===== config.mk =====
export PLATFORM = sky130hd
export DESIGN_NAME = iao_exec
export DESIGN_NICKNAME = d
export VERILOG_FILES = /design/src/rtl/iao_pkg.sv /design/src/rtl/iao_exec.sv
export SDC_FILE = /design/constraint.sdc
export NUM_CORES = 1
export LEC_CHECK = 0
export BUFFER_PORTS_ARGS = -buffer_cell sky130_fd_sc_hd__buf_2
export CORE_MARGIN = 2
export CORE_UTILIZATION = 48
export DETAILED_ROUTE_END_ITERATION = 10
export GPL_TIMING_DRIVEN = 0
export PLACE_DENSITY = 0.75
export SLEW_MARGIN = 20
export SYNTH_ARGS = -nofsm -noshare
export SYNTH_HDL_FRONTEND = slang
export SYNTH_SLANG_ARGS = --single-unit

===== constraint.sdc =====
create_clock -name i_core_clk -period 1.5 [get_ports i_core_clk]
set_input_delay 0.15 -clock i_core_clk [delete_from_list [all_inputs] [get_ports i_core_clk]]
set_output_delay 0.15 -clock i_core_clk [all_outputs]
set_load 0.01 [all_outputs]

===== src/rtl/iao_pkg.sv =====
// package: constants and types for the increment / or-immediate execute slice
package iao_pkg;

    // ----------------------------------------------------------------
    // opcode patterns
    // ----------------------------------------------------------------
    localparam logic [5:0] OPC_INC_HI   = 6'h0A;  // 00 1010 d fffffff
    localparam logic [5:0] OPC_INCSZ_HI = 6'h0F;  // 00 1111 d fffffff
    localparam logic [5:0] OPC_IORL_HI  = 6'h38;  // 11 1000 kkkkkkkk
    localparam int         OPC_TOP      = 13;
    localparam int         OPC_BOT      = 8;
    localparam int         DEST_BIT     = 7;
    localparam logic       DEST_W       = 1'h0;
    localparam logic       DEST_F       = 1'h1;

    // ----------------------------------------------------------------
    // reset values and timing
    // ----------------------------------------------------------------
    localparam logic [7:0]  W_RST       = 8'h00;
    localparam logic [13:0] INSTR_NOP   = 14'h0000;
    localparam int          PHASES      = 4;

    typedef enum logic [1:0] {
        IAO_Q1 = 2'b00,
        IAO_Q2 = 2'b01,
        IAO_Q3 = 2'b10,
        IAO_Q4 = 2'b11
    } iao_phase_t;

    typedef enum logic [1:0] {
        IAO_OP_NONE  = 2'b00,
        IAO_OP_INC   = 2'b01,
        IAO_OP_INCSZ = 2'b10,
        IAO_OP_IORL  = 2'b11
    } iao_op_t;

    // file register port towards the register file
    typedef struct packed {
        logic [6:0] addr;
        logic       rd;
        logic       wr;
        logic [7:0] wdata;
    } iao_freg_t;

    typedef struct packed {
        iao_phase_t phase;
        iao_op_t    op;
        logic       dest;
        logic [6:0] addr;
        logic [7:0] lit;
        logic [7:0] opnd;
        logic [7:0] res;
        logic       flush;
        logic       skip_cyc;
        logic [7:0] w;
        logic       z;
        logic       z_wr;
        logic       pc_skip;
        logic       done;
        iao_freg_t  freg;
    } iao_state_t;

endpackage


===== src/rtl/iao_exec.sv =====
// module: four-phase execute slice for increment, increment-skip and or-immediate
`timescale 1ns/1ps
`default_nettype none
// ----------------------------------------------------------------
// What this block does
// - Register-increment adds one to the addressed file register, wrapping, and updates zero.
// - Destination bit 0 sends the result to the working register, 1 back to the file register.
// - Increment completes in one cycle: decode Q1, read strobe and add Q3, w written at the end of Q4, file write strobe in the next Q1.
// - Increment-and-skip changes no flag; a zero result swaps the next instruction for a nop.
// - Or-immediate ORs the 8-bit literal into w and updates zero, all in one cycle.
// ----------------------------------------------------------------
module iao_exec
    import iao_pkg::*;
(
    input  wire logic        i_core_clk,
    input  wire logic        i_rst_n,
    input  wire logic [13:0] i_instr,
    input  wire logic [7:0]  i_freg_rdata,
    output var  iao_freg_t   o_freg,
    output var  logic [7:0]  o_w,
    output var  logic        o_z,
    output var  logic        o_z_wr,
    output var  logic        o_pc_skip,
    output var  logic        o_done,
    output var  iao_phase_t  o_phase
);

    iao_state_t s_q;
    iao_state_t s_d;
    logic [5:0] opc;

    assign opc = i_instr[OPC_TOP:OPC_BOT];

    // ----------------------------------------------------------------
    // next state
    // ----------------------------------------------------------------
    always_comb begin
        s_d          = s_q;
        s_d.freg.rd  = 1'b0;
        s_d.freg.wr  = 1'b0;
        s_d.z_wr     = 1'b0;
        s_d.pc_skip  = 1'b0;
        s_d.done     = 1'b0;
        case (s_q.phase)
            IAO_Q1: begin
                s_d.phase    = IAO_Q2;
                s_d.skip_cyc = s_q.flush;
                s_d.flush    = 1'b0;
                s_d.dest     = i_instr[DEST_BIT];
                s_d.addr     = i_instr[6:0];
                s_d.lit      = i_instr[7:0];
                // flushed slot decodes as nothing: the inserted nop cycle
                if (s_q.flush) begin
                    s_d.op = IAO_OP_NONE;
                end else if (opc == OPC_INC_HI) begin
                    s_d.op = IAO_OP_INC;
                end else if (opc == OPC_INCSZ_HI) begin
                    s_d.op = IAO_OP_INCSZ;
                end else if (opc == OPC_IORL_HI) begin
                    s_d.op = IAO_OP_IORL;
                end else begin
                    s_d.op = IAO_OP_NONE;
                end
            end
            IAO_Q2: begin
                s_d.phase = IAO_Q3;
                if (s_q.op == IAO_OP_INC || s_q.op == IAO_OP_INCSZ) begin
                    s_d.freg.addr = s_q.addr;
                    s_d.freg.rd   = 1'b1;
                end
            end
            IAO_Q3: begin
                s_d.phase = IAO_Q4;
                // read data is taken in the same phase as the read strobe, Q3
                case (s_q.op)
                    IAO_OP_INC,
                    IAO_OP_INCSZ: s_d.res = i_freg_rdata + 8'h01;
                    IAO_OP_IORL:  s_d.res = s_q.w | s_q.lit;
                    default:      s_d.res = s_q.res;
                endcase
            end
            IAO_Q4: begin
                s_d.phase = IAO_Q1;
                s_d.done  = (s_q.op != IAO_OP_NONE);
                if (s_q.op == IAO_OP_INC || s_q.op == IAO_OP_INCSZ) begin
                    if (s_q.dest == DEST_W) begin
                        s_d.w = s_q.res;
                    end else begin
                        s_d.freg.addr  = s_q.addr;
                        s_d.freg.wdata = s_q.res;
                        s_d.freg.wr    = 1'b1;
                    end
                end
                if (s_q.op == IAO_OP_INC || s_q.op == IAO_OP_IORL) begin
                    s_d.z    = (s_q.res == 8'h00);
                    s_d.z_wr = 1'b1;
                end
                if (s_q.op == IAO_OP_IORL) begin
                    s_d.w = s_q.res;
                end
                if (s_q.op == IAO_OP_INCSZ && s_q.res == 8'h00) begin
                    s_d.flush   = 1'b1;
                    s_d.pc_skip = 1'b1;
                end
            end
            default: s_d.phase = IAO_Q1;
        endcase
    end

    always_ff @(posedge i_core_clk or negedge i_rst_n) begin
        if (!i_rst_n) begin
            s_q       <= '0;
            s_q.phase <= IAO_Q1;
            s_q.w     <= W_RST;
        end else begin
            s_q <= s_d;
        end
    end

    assign o_freg    = s_q.freg;
    assign o_w       = s_q.w;
    assign o_z       = s_q.z;
    assign o_z_wr    = s_q.z_wr;
    assign o_pc_skip = s_q.pc_skip;
    assign o_done    = s_q.done;
    assign o_phase   = s_q.phase;
endmodule
`default_nettype wire


; Word-level counts from Yosys, hierarchy flattened
; Cells that the tools add are included.
[op_classes]
n_addsub = 1
multipliers = 0
n_div = 0
magnitude_cmp = 0
n_eq_ne = 14
n_shift = 0
n_mux = 22
n_bitwise = 1
reduce_logical = 17
[ops]
columns = cell, count
row1 = $mux 8, 4
row2 = $mux 9, 3
row3 = $pmux 8 s2, 1
row4 = $mux 7, 2
row5 = $pmux 7 s2, 1
row6 = $eq 6x4->1 const B, 2
row7 = $reduce_bool 2->1, 5
row8 = $add 8x1->8 const B, 1
row9 = $eq 2x2->1 const B, 4
row10 = $logic_not 8->1, 1
row11 = $mux 2, 4
row12 = $ne 2x2->1 const B, 4
row13 = $or 8x8->8, 1
row14 = $pmux 2 s4, 1
row15 = $eq 6x6->1 const B, 1
row16 = $reduce_and 2->1, 3
row17 = $reduce_and 3->1, 2
row18 = $eq 2x1->1 const B, 2
row19 = $mux 1, 4
row20 = $reduce_and 4->1, 1
row21 = $mux 3, 1
row22 = $logic_not 2->1, 1
row23 = $logic_or 1x1->1, 2
row24 = $ne 2x1->1 const B, 1
row25 = 3 further kinds, 3
[totals]
regBits = 58
latchBits = 0
mem_bits_rw = 0
rom_bits = 0
wordCells = 71
mem_count = 0

; Longest topological paths before layout
; Gate-level depths: netlist of the first run.
[logic_depth]
depth_word = 5
depth_mapped = 7
depth_no_buf = 6

; Worst setup path before layout of the first run
; Ideal clock, no wire load.
[synth_timing]
path_type = register -> register
start = register s_q (netlist bit o_phase[0])
end = register s_q (netlist bit o_freg[10])
setup_time_ps = 125
arrival_time_ps = 1432
required_time_ps = 1375
path_slack_ps = -56
path_stages_with_launch = 5
synth_period_minus_slack_ps = 1556
cell_sequence = dfrtp_1 > ha_1 > mux2_2 > nand2_2 > mux2_2
[synth_via]
elab_chain_cells = 3
[synth_lines]
columns = item, line_no
row1 = from (decl), iao_exec.sv:28  ; iao_state_t s_q;
row2 = $eq 2x1->1 or $eq 2x2->1 (tied branches), iao_exec.sv:44  ; case (s_q.phase)
row3 = $ne 2x2->1 (no source line) or $reduce_bool 2->1 (tied branches), n/a
row4 = $reduce_and 4->1 (no source line), n/a
; Parallel ways exist; a longest one is shown, timed or not.
; A chain may end at the register's enable or synchronous reset.

; Final worst setup path of the first run
[layout_timing]
start = register s_q[64] (netlist bit)
end = register s_q (netlist bit o_w[7])
[layout_via]
elab_chain_cells = 4
[layout_lines]
columns = item, line_no
row1 = $eq 2x1->1 or $eq 2x2->1 (tied branches), iao_exec.sv:85  ; if (s_q.op == IAO_OP_INC || s_q.op == IAO_OP_INCSZ) begin
row2 = $logic_or 1x1->1, iao_exec.sv:85
row3 = $reduce_bool 2->1 (no source line), n/a
row4 = $reduce_and 3->1 (no source line), n/a
; Parallel ways exist; a longest one is shown, timed or not.

==> results of run 1 <==
==> report_power, final <==
group | switching (uW) | internal (uW) | leakage [uW]
sequential | 138 | 1530 | 0.000630
combinational | 255 | 445 | 0.000924
clock | 452 | 668 | 0.0000683
total | 845 | 2640 | 0.00162
==> cell usage after synthesis, types with 2 or more instances <==
cell	instances	area [um2]
buf_4	27	202.7
and3_1	3	18.77
inv_1	7	26.28
xor2_1	2	17.52
xnor2_1	3	26.28
mux2_2	34	382.9
o22ai_1	2	12.51
nand2b_1	2	12.51
a21oi_1	6	30.03
dfrtp_1	50	1251
nor2_1	8	30.03
nand2_1	9	33.78
or3_1	2	12.51
o21ai_0	11	55.05
o221ai_1	2	17.52
clkbuf_1	3	11.26
ha_1	9	112.6
nand3_1	3	15.01
or4_1	2	15.01
==> how the worst max path moves through the flow <==
stage | start | to | slack (ns) | cells past startpoint
final | s_q[64]$_DFFE_PN0P_ | o_w[7]$_DFFE_PN0P_ | -0.08 | 6
after global routing | s_q[64]$_DFFE_PN0P_ | o_w[3]$_DFFE_PN0P_ | -0.16 | 6
after CTS | s_q[63]$_DFFE_PN0P_ | o_w[3]$_DFFE_PN0P_ | -0.06 | 6
after detailed placement | s_q[64]$_DFFE_PN0P_ | s_q[37]$_DFFE_PN0P_ | -0.24 | 6
after global placement | o_phase[0]$_DFF_PN0_ | s_q[37]$_DFFE_PN0P_ | -0.21 | 6
after floorplan | s_q[63]$_DFFE_PN0P_ | o_w[1]$_DFFE_PN0P_ | -0.02 | 5
==> metrics by stage <==
step / power, uW / cells / TNS (ns)
after CTS: 3509 / 338 / -0.5654
after floorplan: 2083 / 201 / -0.1382
after global placement: 2310 / 322 / -3.420
after detailed placement: 2331 / 322 / -4.076
final: 3489 / 342 / -0.8394
after global routing: 3675 / 342 / -2.039
==> flip-flops by register name (all words and copies together), names as in the netlist <==
signal     cells
o_w            8
o_pc_skip      1
o_z_wr         1
o_freg        17
o_z            1
o_phase        2
o_done         1
s_q           19
==> layout make-up <==
type | count | area (um2) | share of cell area (%)
Sequential cell | 50 | 1254 | 39.40
Inverter | 7 | 26.28 | 0.8258
Timing Repair Buffer | 67 | 385.4 | 12.11
Buffer | 30 | 226.5 | 7.118
Tap cell | 67 | 83.83 | 2.635
Clock inverter | 3 | 68.82 | 2.163
Clock buffer | 5 | 68.82 | 2.163
Multi-Input combinational cell | 113 | 1069 | 33.58
==> what timing repair did <==
| item | 4_1_cts | 5_1_grt |
|---|---|---|
| buffers inserted | 9 | 5 |
| pin swaps | 3 | 6 |
| gates cloned | 0 | 0 |
| hold buffers | 0 | 1 |
| endpoints found under the setup margin | 34 | 30 |
| gates resized for setup | 27 | 11 |
| hold endpoints to repair | 0 | 50 |
==> cells by family (layout without fill, tap and decap cells) <==
logic type / Yosys count / after routing
mux: 34 / 34
simple gates: 39 / 39
flops: 50 / 50
fa+ha+maj: 9 / 9
xor+xnor: 5 / 5
buf+inv: 38 / 112
compound gates: 26 / 26
==> worst reg2reg max path, delay by kind of cell, from the launching register on <==
kind                       cells  cell delay, ns
muxes                          1            0.30
buffers and inverters          2            0.23
DFF                            1            0.40
adders and majority gates      1            0.15
AOI/OAI and AO/OA              1            0.20
and+or+nand+nor                1            0.20
==> layer usage <==
metal  wire [um]  track usage [%]  vias up
met4          18            5.952        0
met3         215            4.953        2
li1            -                -      813
met5           0                0        -
met2        2503            30.70       43
met1        2133            24.91      832
==> results by group, run 1 <==
Status
  • Outcome: finished, violations left
  • Failing checks: setup timing

Min path
  • Min-Delay Endpoint: s_q[59]$_DFFE_PN0P_
  • Hold path depth: 2
  • Hold Path Origin: i_instr[4]
  • HP Class: in -> reg

Final layout
  • Finished Cell Area: approximately 3200 um2
  • Layout cells sized above 1: between 50% and 60%
  • Most common cell after layout, fill and taps aside: buf_2
  • Post-layout util: ~66%
  • Fillers: about 370
  • Area Overhead vs Synth: 31.83%
  • Diodes inserted: 0
  • Nets@finish: about 310
  • Most frequent cells in the layout: buf_2, dfrtp_1, buf_4

Logic synthesis
  • Mux cell area share after synthesis: between 10% and 20%
  • Largest family of logic cells by synthesized area: multiplexers
  • Seq/Total Area, Yosys: about half
  • Ys flop type: dfrtp_1
  • Mapped cell area: 2414 um2
  • Post-synthesis adder-cell area fraction: under 10%
  • EDFF count, synth: 0
  • Synth Instances: 201
  • Post-synthesis simple-gate area fraction: between 8 and 9%
  • Mapped Nets: between 200 and 250
  • Xor/xnor share of the synthesized area: around 1.8%
  • Synth cell types: 35
  • Yosys warns: 0
  • Syn Area/Cell: roughly 12 um2
  • Yosys reg bits: 50
  • Compound-cell area share of the yosys netlist: 6.843%
  • Asr flop ratio synth: 100.0%

Critical path
  • RR Endpoint: o_w[7]$_DFFE_PN0P_
  • Crit path required time: about 1.7 ns
  • Critical path launch point type: flip-flop
  • R2R cell count: 6
  • CP max stage cell: dfrtp_1
  • Crit Path Max Fanout: 8
  • Crit-path cells: inv_2 > ha_4 > and2b_1 > a21boi_4 > buf_12 > mux2_4
  • Top cell family by delay on the critical path: flip-flops
  • Worst EP arrival: ~1.8 ns
  • R2r setup slk: -0.08 ns
  • Worst Path Buf+Inv: 2
  • Worst path max stage delay: roughly 0.4 ns
  • Reg-to-reg startpoint: s_q[64]$_DFFE_PN0P_
  • Crit Path Category: reg -> reg
  • Worst setup EP type: flip-flop

Floorplanning
  • Die W: between 70 and 80 um
  • Core area: roughly 4800 um2
  • I/O pin count: 55
  • Full die area: between 5000 and 6000 um2
  • Die Height: between 70 and 80 um
  • Initial core utilization: between 50 and 60%
  • Num rows: 25

STA
  • Max Fclk: 0.6320 GHz
  • Slew margin rel.: between 50% and 60%
  • Min cycle time layout: between 1.5 and 2 ns
  • Clock Skew: between 0.01 and 0.015 ns
  • Final setup viols: 16
  • Final hold vios: 0
  • Measured slew at the worst slew-check pin: just over 0.6 ns
  • Setup WS post-layout: -0.08229 ns
  • WHS: slightly above 0.07 ns
  • RSZ-0062 raised after global routing: true
  • Fraction of the cycle the final worst path needs: 105.5%
  • Count of pins over their slew limit: 0

Detailed routing
  • Post-DR vias/cell: between 4 and 5
  • Routed Antenna Nets: 0
  • DRT iter0 DRCs: between 90 and 100
  • DRT Wirelength: 4.871 mm
  • Vias: approximately 1700
  • # DRC: 0
  • Drt wl/cell: around 14 um
  • Initial DRT Pass Iterations: 4

Placement
  • Post-DP Area: 2785 um2
  • Pre-CTS setup slack: -0.2365 ns
  • DP HPWL: ~3.3 mm
  • IO buf count: 54
  • GP Congestion: just over 0.8

Global route
  • Vias in the first global route: 1614
  • Gr usage total: 18.91%
  • Pin count of the biggest net entering global routing: 51
  • First-pass GRT wire length: 7.838 mm
  • Initial antenna violation count: 0
  • Total grt overflow: 0

Power and ir drop
  • Leakage Power: between 0.0015 and 0.002 uW
  • Max IR drop VDD: around 0.82 mV
  • PwrDens: ~1100 nW/um2

CTS
  • Worst-path clk slew: 0.10 ns
  • Total CTS buffers: 5
  • Clk_lat worst skew: ~0.30 ns
  • TritonCTS clock tree: built
  • Max Buffers Root-to-Sink: 2
  • CTS Root Cell: clkbuf_8
  • H-tree depth: 2
  • Clock Sink Count: 50

Flow run
  • Max cap viols: 0
(Power assumes the default switching activity.)
==> run 2, diff against run 1 <==
--- a/config.mk
+++ b/config.mk
@@ -11,6 +11,7 @@
 export DETAILED_ROUTE_END_ITERATION = 10
 export GPL_TIMING_DRIVEN = 0
 export PLACE_DENSITY = 0.75
+export REMOVE_ABC_BUFFERS = 1
 export SLEW_MARGIN = 20
 export SYNTH_ARGS = -nofsm -noshare
 export SYNTH_HDL_FRONTEND = slang
==> run 2 against run 1 <==
The run still ends with setup timing left. Sequential share of layout area is 3.9 points higher. First-iteration DRC count is 52% higher. Core utilization decreased by 6.0 points. Final cell count down 8.5%. Routed wire length rose by 0.31%. Register-to-register slack got worse by 0.03 ns. Non-clock buffer count decreased by 29. Sequential power about the same. Setup slack lost 0.032 ns. Largest cell class unchanged. Hold slack better by 0.0060 ns. Fmax decreased by 2.0%. Die area stayed put.
==> results by group, run 2 (synthesis gave the netlist of run 1 again) <==
Status
  • Outcome: finished, violations left (unchanged)
  • Failing checks: setup timing (unchanged)

CTS
  • H-tree depth: 2 (unchanged)
  • CTS Root Cell: clkbuf_8 (unchanged)
  • Clk_lat worst skew: 0.31 ns (was 0.30 ns)
  • Total CTS buffers: 5 (unchanged)
  • Worst-path clk slew: 0.10 ns (about the same)
  • Clock Sink Count: 50 (unchanged)
  • Max Buffers Root-to-Sink: 2 (unchanged)
  • TritonCTS clock tree: built (unchanged)

Global route
  • Vias in the first global route: 1597 (was 1614)
  • Gr usage total: 18.46% (was 18.91%)
  • Grt met3 use: 5.221% (was 4.953%)
  • Initial antenna violation count: 0 (unchanged)
  • Met2 Use GR: 29.63% (was 30.70%)
  • First-pass GRT wire length: 7.652 mm (was 7.838 mm)
  • GR peak layer: met2 (unchanged)
  • Pin count of the biggest net entering global routing: 51 (unchanged)
  • Total grt overflow: 0 (unchanged)
  • Grt met1 use: 24.30% (was 24.91%)

Floorplanning
  • Die Height: 74.91 um (unchanged)
  • Core area: 4786 um2 (unchanged)
  • Num rows: 25 (unchanged)
  • I/O pin count: 55 (unchanged)
  • Initial core utilization: 50.43% (unchanged)
  • Full die area: 5612 um2 (unchanged)
  • Die W: 74.91 um (unchanged)

Critical path
  • Crit path required time: 1.69 ns (was 1.68 ns)
  • Worst EP arrival: 1.80 ns (was 1.77 ns)
  • Critical path launch point type: flip-flop (unchanged)
  • Crit Path Max Fanout: 5 (was 8)
  • Worst setup EP type: flip-flop (unchanged)
  • Crit Path Category: reg -> reg (unchanged)

Detailed routing
  • # DRC: 0 (unchanged)
  • DRT iter0 DRCs: 150 (was 99)
  • Routed Antenna Nets: 0 (unchanged)
  • Drt wl/cell: 15.61 um (was 14.24 um)
  • Post-DR vias/cell: 5.029 (was 4.942)
  • Initial DRT Pass Iterations: 4 (unchanged)
  • Vias: 1574 (was 1690)
  • DRT Wirelength: 4.886 mm (was 4.871 mm)

Placement
  • IO buf count: 54 (unchanged)
  • Post-DP Area: 2549 um2 (was 2785 um2)
  • GP Congestion: 0.7849 (was 0.8056)
  • Placed cell count: 291 (was 322)
  • Pre-CTS setup slack: -0.3699 ns (was -0.2365 ns)
  • DP HPWL: 3.172 mm (was 3.267 mm)

Final layout
  • Largest register by flop count: s_q (unchanged)
  • Area Overhead vs Synth: 19.91% (was 31.83%)
  • Largest register FFs: 19 (unchanged)
  • Most frequent cells in the layout: buf_2, dfrtp_1, mux2_2 (was buf_2, dfrtp_1, buf_4)
  • Layout cells sized above 1: 52.03% (was 57.09%)
  • Finished Cell Area: 2894 um2 (was 3182 um2)
  • Final non-filler cell total: 313 (was 342)
  • Most common cell after layout, fill and taps aside: buf_2 (unchanged)
  • Diodes inserted: 0 (unchanged)
  • Nets@finish: 278 (was 307)

STA
  • Count of pins over their slew limit: 0 (unchanged)
  • Setup WS post-layout: -0.1142 ns (was -0.08229 ns)
  • Final hold vios: 0 (unchanged)
  • Min cycle time layout: 1.614 ns (was 1.582 ns)
  • Clock Skew: 0.01259 ns (was 0.01190 ns)
  • Slew margin rel.: 58.24% (was 58.50%)
  • Final setup viols: 16 (unchanged)
  • RSZ-0062 raised after global routing: true (unchanged)
  • Setup TNS: -0.9569 ns (was -0.8394 ns)
  • Measured slew at the worst slew-check pin: 0.6264 ns (was 0.6224 ns)
  • Fraction of the cycle the final worst path needs: 107.6% (was 105.5%)
  • Max Fclk: 0.6195 GHz (was 0.6320 GHz)

Power and ir drop
  • Max IR drop VDD: 0.7734 mV (was 0.8185 mV)
  • Leakage Power: 0.001433 uW (was 0.001622 uW)
  • Design Power: 3326 uW (was 3489 uW)
  • PwrDens: 1149 nW/um2 (was 1097 nW/um2)

Min path
  • HP Class: in -> reg (unchanged)

Flow run
  • Max cap viols: 0 (unchanged)
## run 2: per-layer routing
layer  share of wire, %  wire (um)
met1                 44       2173
met2                 49       2397
met3                5.0        246
met4                1.4         68
met5                  0          0
## run 2: path summary, 6_finish.rpt
path                       cells after the start                  start  slack [ns]                    end
max                                            6    s_q[64]$_DFFE_PN0P_       -0.11     o_w[4]$_DFFE_PN0P_
min                                            2             i_instr[2]        0.08    s_q[57]$_DFFE_PN0P_
max reg2reg                                    6    s_q[64]$_DFFE_PN0P_       -0.11     o_w[4]$_DFFE_PN0P_
min reg2reg                                    1  o_freg[1]$_DFFE_PN0P_        0.50  o_freg[1]$_DFFE_PN0P_
max in group asynchronous                      2                i_rst_n        0.63   o_phase[0]$_DFF_PN0_
min in group asynchronous                      2                i_rst_n        0.38    o_pc_skip$_DFF_PN0_
## run 2: area by class of cell
cell class / count / area (um2)
multi-input combinational: 113 / 999.7
timing repair buffer: 68 / 387.9
clock buffer: 6 / 82.58
clock inverter: 2 / 60.06
tap: 67 / 83.83
fill: 385 / 1892
sequential: 50 / 1254
inverter: 7 / 26.28
## run 2: metrics by stage
stage / util [%] / hold slack (ns)
floorplan: - / -0.1456
global placement: 53.25 / 0.3827
detailed placement: 53.25 / 0.3849
CTS: 59.74 / 0.06879
global route: 60.47 / 0.07503
finish: 60.47 / 0.07724
## run 2: what timing repair did
item | 4_1_cts | 5_1_grt
hold endpoints to repair | 0 | 50
gates resized for setup | 23 | 4
setup buffers | 11 | 2
cloned | 0 | 0
hold buffers | 0 | 1
pin swaps | 3 | 1
setup endpoints to repair | 34 | 29
## run 2: where the power goes
group	internal (uW)	total, uW	leakage (uW)	switching, uW
sequential	1530	1670	0.000630	135
combinational	275	507	0.000732	232
clock	711	1150	0.0000714	442
## run 2: critical path: stages, from the launching register on
cell	delay, ns
dfrtp_1	0.40
inv_2	0.07
ha_4	0.15
and2b_1	0.21
a21boi_4	0.20
buf_6	0.16
mux2_4	0.30
==> run 3, diff against run 2 <==
==> config.mk (replaced) <==
export PLATFORM = sky130hd
export DESIGN_NAME = iao_exec
export DESIGN_NICKNAME = d
export VERILOG_FILES = /design/src/rtl/iao_pkg.sv /design/src/rtl/iao_exec.sv
export SDC_FILE = /design/constraint.sdc
export NUM_CORES = 1
export LEC_CHECK = 0
export CORE_MARGIN = 2
export CORE_UTILIZATION = 53
export DETAILED_ROUTE_END_ITERATION = 10
export DONT_BUFFER_PORTS = 1
export GPL_TIMING_DRIVEN = 0
export PLACE_DENSITY = 0.71
export REMOVE_ABC_BUFFERS = 1
export SYNTH_ARGS = -nofsm -noshare
export SYNTH_HDL_FRONTEND = slang
export SYNTH_SLANG_ARGS = --single-unit
==> run 3 against run 2 <==
First-iteration DRC count fell by 41%. Clock-buffer cell count rose by 1. Via count fell by 8.4%. Clock skew fell by 0.011 ns. The flow still finishes with violations (setup timing). Clock power fell by 37%. Sequential share of layout area rose by 3.3 points. Highest routed layer unchanged. Critical endpoint is now o_w[5]$_DFFE_PN0P_. Combinational power fell by 35%. Critical path depth did not move. Non-clock buffer count fell by 44. Hold slack got worse by 0.059 ns. Sequential power rose by 5%. Register-to-register slack improved by 0.02 ns.
==> results by group, run 3 (synthesis gave the netlist of run 1 again) <==
Status
  • Outcome: finished, violations left (unchanged)
  • Failing checks: setup timing (unchanged)

Placement
  • IO buf count: 0 (was 54)
  • GP Congestion: 0.8323 (was 0.7849)
  • DP HPWL: 3.123 mm (was 3.172 mm)
  • Post-DP Area: 2260 um2 (was 2549 um2)

Final layout
  • Layout cells sized above 1: 36.82% (was 52.03%)
  • Most frequent cells in the layout: dfrtp_1, mux2_2, mux2_4 (was buf_2, dfrtp_1, mux2_2)
  • Finished Cell Area: 2689 um2 (was 2894 um2)
  • Diodes inserted: 0 (unchanged)
  • Largest register by flop count: s_q (unchanged)
  • Nets@finish: 234 (was 278)
  • Area Overhead vs Synth: 11.40% (was 19.91%)
  • Most common cell after layout, fill and taps aside: dfrtp_1 (was buf_2)
  • Largest register FFs: 19 (unchanged)

STA
  • RSZ-0062 raised after global routing: true (unchanged)
  • Max Fclk: 0.6255 GHz (was 0.6195 GHz)
  • Clock Skew: 0.001993 ns (was 0.01259 ns)
  • Setup WS post-layout: -0.09875 ns (was -0.1142 ns)
  • Final setup viols: 15 (was 16)
  • Count of pins over their slew limit: 0 (unchanged)
  • Fraction of the cycle the final worst path needs: 106.6% (was 107.6%)
  • Min cycle time layout: 1.599 ns (was 1.614 ns)
  • Slew margin rel.: 79.89% (was 58.24%)
  • Measured slew at the worst slew-check pin: 0.3017 ns (was 0.6264 ns)
  • Final hold vios: 0 (unchanged)
  • Setup TNS: -1.025 ns (was -0.9569 ns)

CTS
  • Worst-path clk slew: 0.08 ns (was 0.10 ns)
  • TritonCTS clock tree: built (unchanged)
  • Clk_lat worst skew: 0.30 ns (was 0.31 ns)
  • H-tree depth: 2 (unchanged)
  • Max Buffers Root-to-Sink: 2 (unchanged)
  • Clock Sink Count: 50 (unchanged)
  • CTS Root Cell: clkbuf_8 (unchanged)
  • Total CTS buffers: 5 (unchanged)

Critical path
  • Top cell family by delay on the critical path: flip-flops (unchanged)
  • Worst path max stage delay: 0.40 ns (about the same)
  • R2R cell count: 6 (unchanged)
  • Worst Path Buf+Inv: 2 (unchanged)
  • Crit Path Category: reg -> reg (unchanged)
  • Worst EP arrival: 1.79 ns (was 1.80 ns)
  • Reg-to-reg startpoint: s_q[63]$_DFFE_PN0P_ (was s_q[64]$_DFFE_PN0P_)
  • CP max stage cell: dfrtp_1 (unchanged)
  • Crit Path Max Fanout: 5 (unchanged)
  • Worst setup EP type: flip-flop (unchanged)
  • Crit path required time: 1.69 ns (about the same)
  • Critical path launch point type: flip-flop (unchanged)
  • R2r setup slk: -0.1 ns (was -0.11 ns)
  • RR Endpoint: o_w[5]$_DFFE_PN0P_ (was o_w[4]$_DFFE_PN0P_)
  • Crit-path cells: inv_2 > ha_4 > and2b_1 > a21boi_4 > buf_6 > mux2_4 (unchanged)

Min path
  • HP Class: in -> reg (unchanged)
  • Min-Delay Endpoint: s_q[63]$_DFFE_PN0P_ (was s_q[57]$_DFFE_PN0P_)
  • Hold path depth: 2 (unchanged)
  • Hold Path Origin: i_instr[11] (was i_instr[2])

Global route
  • Gr usage total: 19.24% (was 18.46%)
  • Vias in the first global route: 1535 (was 1597)
  • Initial antenna violation count: 0 (unchanged)
  • Total grt overflow: 0 (unchanged)
  • Pin count of the biggest net entering global routing: 51 (unchanged)
  • First-pass GRT wire length: 7.548 mm (was 7.652 mm)

Power and ir drop
  • Comb power frac: 11.7% (was 15.2%)
  • PwrDens: 1045 nW/um2 (was 1149 nW/um2)
  • Int Pwr: 2068 uW (was 2517 uW)
  • Sw Pwr: 741.9 uW (was 808.9 uW)
  • Clock Power Share: 25.6% (was 34.7%)
  • Leakage Power: 0.001230 uW (was 0.001433 uW)
  • Max IR drop VDD: 0.5836 mV (was 0.7734 mV)
  • Net Sw Frac: 26.41% (was 24.32%)
  • Reg power frac: 62.7% (was 50.1%)

Floorplanning
  • Full die area: 5109 um2 (was 5612 um2)
  • Die W: 71.48 um (was 74.91 um)
  • Die Height: 71.48 um (was 74.91 um)
  • Core area: 4384 um2 (was 4786 um2)
  • I/O pin count: 55 (unchanged)
  • Initial core utilization: 55.05% (was 50.43%)
  • Num rows: 24 (was 25)

Flow run
  • Max cap viols: 0 (unchanged)

Detailed routing
  • DRT Wirelength: 4.571 mm (was 4.886 mm)
  • Drt wl/cell: 18.07 um (was 15.61 um)
  • DRT iter0 DRCs: 89 (was 150)
  • # DRC: 0 (unchanged)
  • Routed Antenna Nets: 0 (unchanged)
  • Vias: 1442 (was 1574)
  • Post-DR vias/cell: 5.700 (was 5.029)
  • Initial DRT Pass Iterations: 4 (unchanged)
run 3: changes by cell type in the layout (fill, tap and decap cells not counted), sizes merged:
cell	before	now
buf	67	14
dlygate4sd3	1	10
bufinv	2	0
clkbuf	6	7
run 3: final cells by class:
class | count | area [um2]
fillers | 353 | 1695
flip-flops and latches | 50 | 1254
multi-input cells | 113 | 1035
repair buffers | 24 | 232.7
clock buffers | 7 | 76.32
well taps | 52 | 65.06
inverters | 7 | 26.28
run 3: worst max path at each step:
stage / to / cells past startpoint / slack, ns / startpoint
global placement: o_w[3]$_DFFE_PN0P_ / 4 / -0.29 / s_q[63]$_DFFE_PN0P_
global route: o_w[5]$_DFFE_PN0P_ / 6 / -0.16 / s_q[63]$_DFFE_PN0P_
detailed placement: o_w[5]$_DFFE_PN0P_ / 4 / -0.36 / s_q[63]$_DFFE_PN0P_
CTS: o_w[5]$_DFFE_PN0P_ / 6 / -0.07 / s_q[63]$_DFFE_PN0P_
floorplan: o_freg[10]$_DFFE_PN0P_ / 4 / -0.12 / o_phase[0]$_DFF_PN0_
finish: o_w[5]$_DFFE_PN0P_ / 6 / -0.1 / s_q[63]$_DFFE_PN0P_
run 3: power groups by stage:
stage | combinational (uW) | clock (uW) | sequential (uW)
5_1_grt | 361 | 789 | 1790
2_1_floorplan | 192 | 0 | 1720
3_5_place_dp | 219 | 0 | 1780
6_report | 328 | 720 | 1760
3_3_place_gp | 207 | 0 | 1770
4_1_cts | 322 | 744 | 1760
run 3: through the flow:
| stage | total power, uW | util (%) | instances | setup slack (ns) | hold slack, ns |
|---|---|---|---|---|---|
| 6_report | 2810 | 61.33 | 253 | -0.09875 | 0.01824 |
| 3_5_place_dp | 2002 | 51.54 | 222 | -0.3636 | -0.1442 |
| 5_1_grt | 2939 | 61.33 | 253 | -0.1650 | 0.01113 |
| 3_3_place_gp | 1978 | 51.54 | 222 | -0.2886 | -0.1443 |
| 4_1_cts | 2829 | 60.79 | 252 | -0.06927 | 0.007720 |
| 2_1_floorplan | 1909 | - | 170 | -0.1174 | -0.1456 |
run 3: routing by layer:
| layer | vias to the layer above | track usage [%] | wire (um) |
|---|---|---|---|
| met5 | - | 0 | 0 |
| met4 | 0 | 7.128 | 93 |
| met3 | 11 | 7.173 | 336 |
| met2 | 51 | 31.48 | 2250 |
| met1 | 717 | 23.31 | 1892 |
| li1 | 663 | - | - |
run 3: repair_timing:
item                       4_1_cts  5_1_grt
cloned                           0        0
gates resized for setup         30        6
pin swaps                        3        5
setup endpoints to repair       39       37
hold buffers                    11        0
buffers inserted                12        2
hold endpoints to repair        59        0
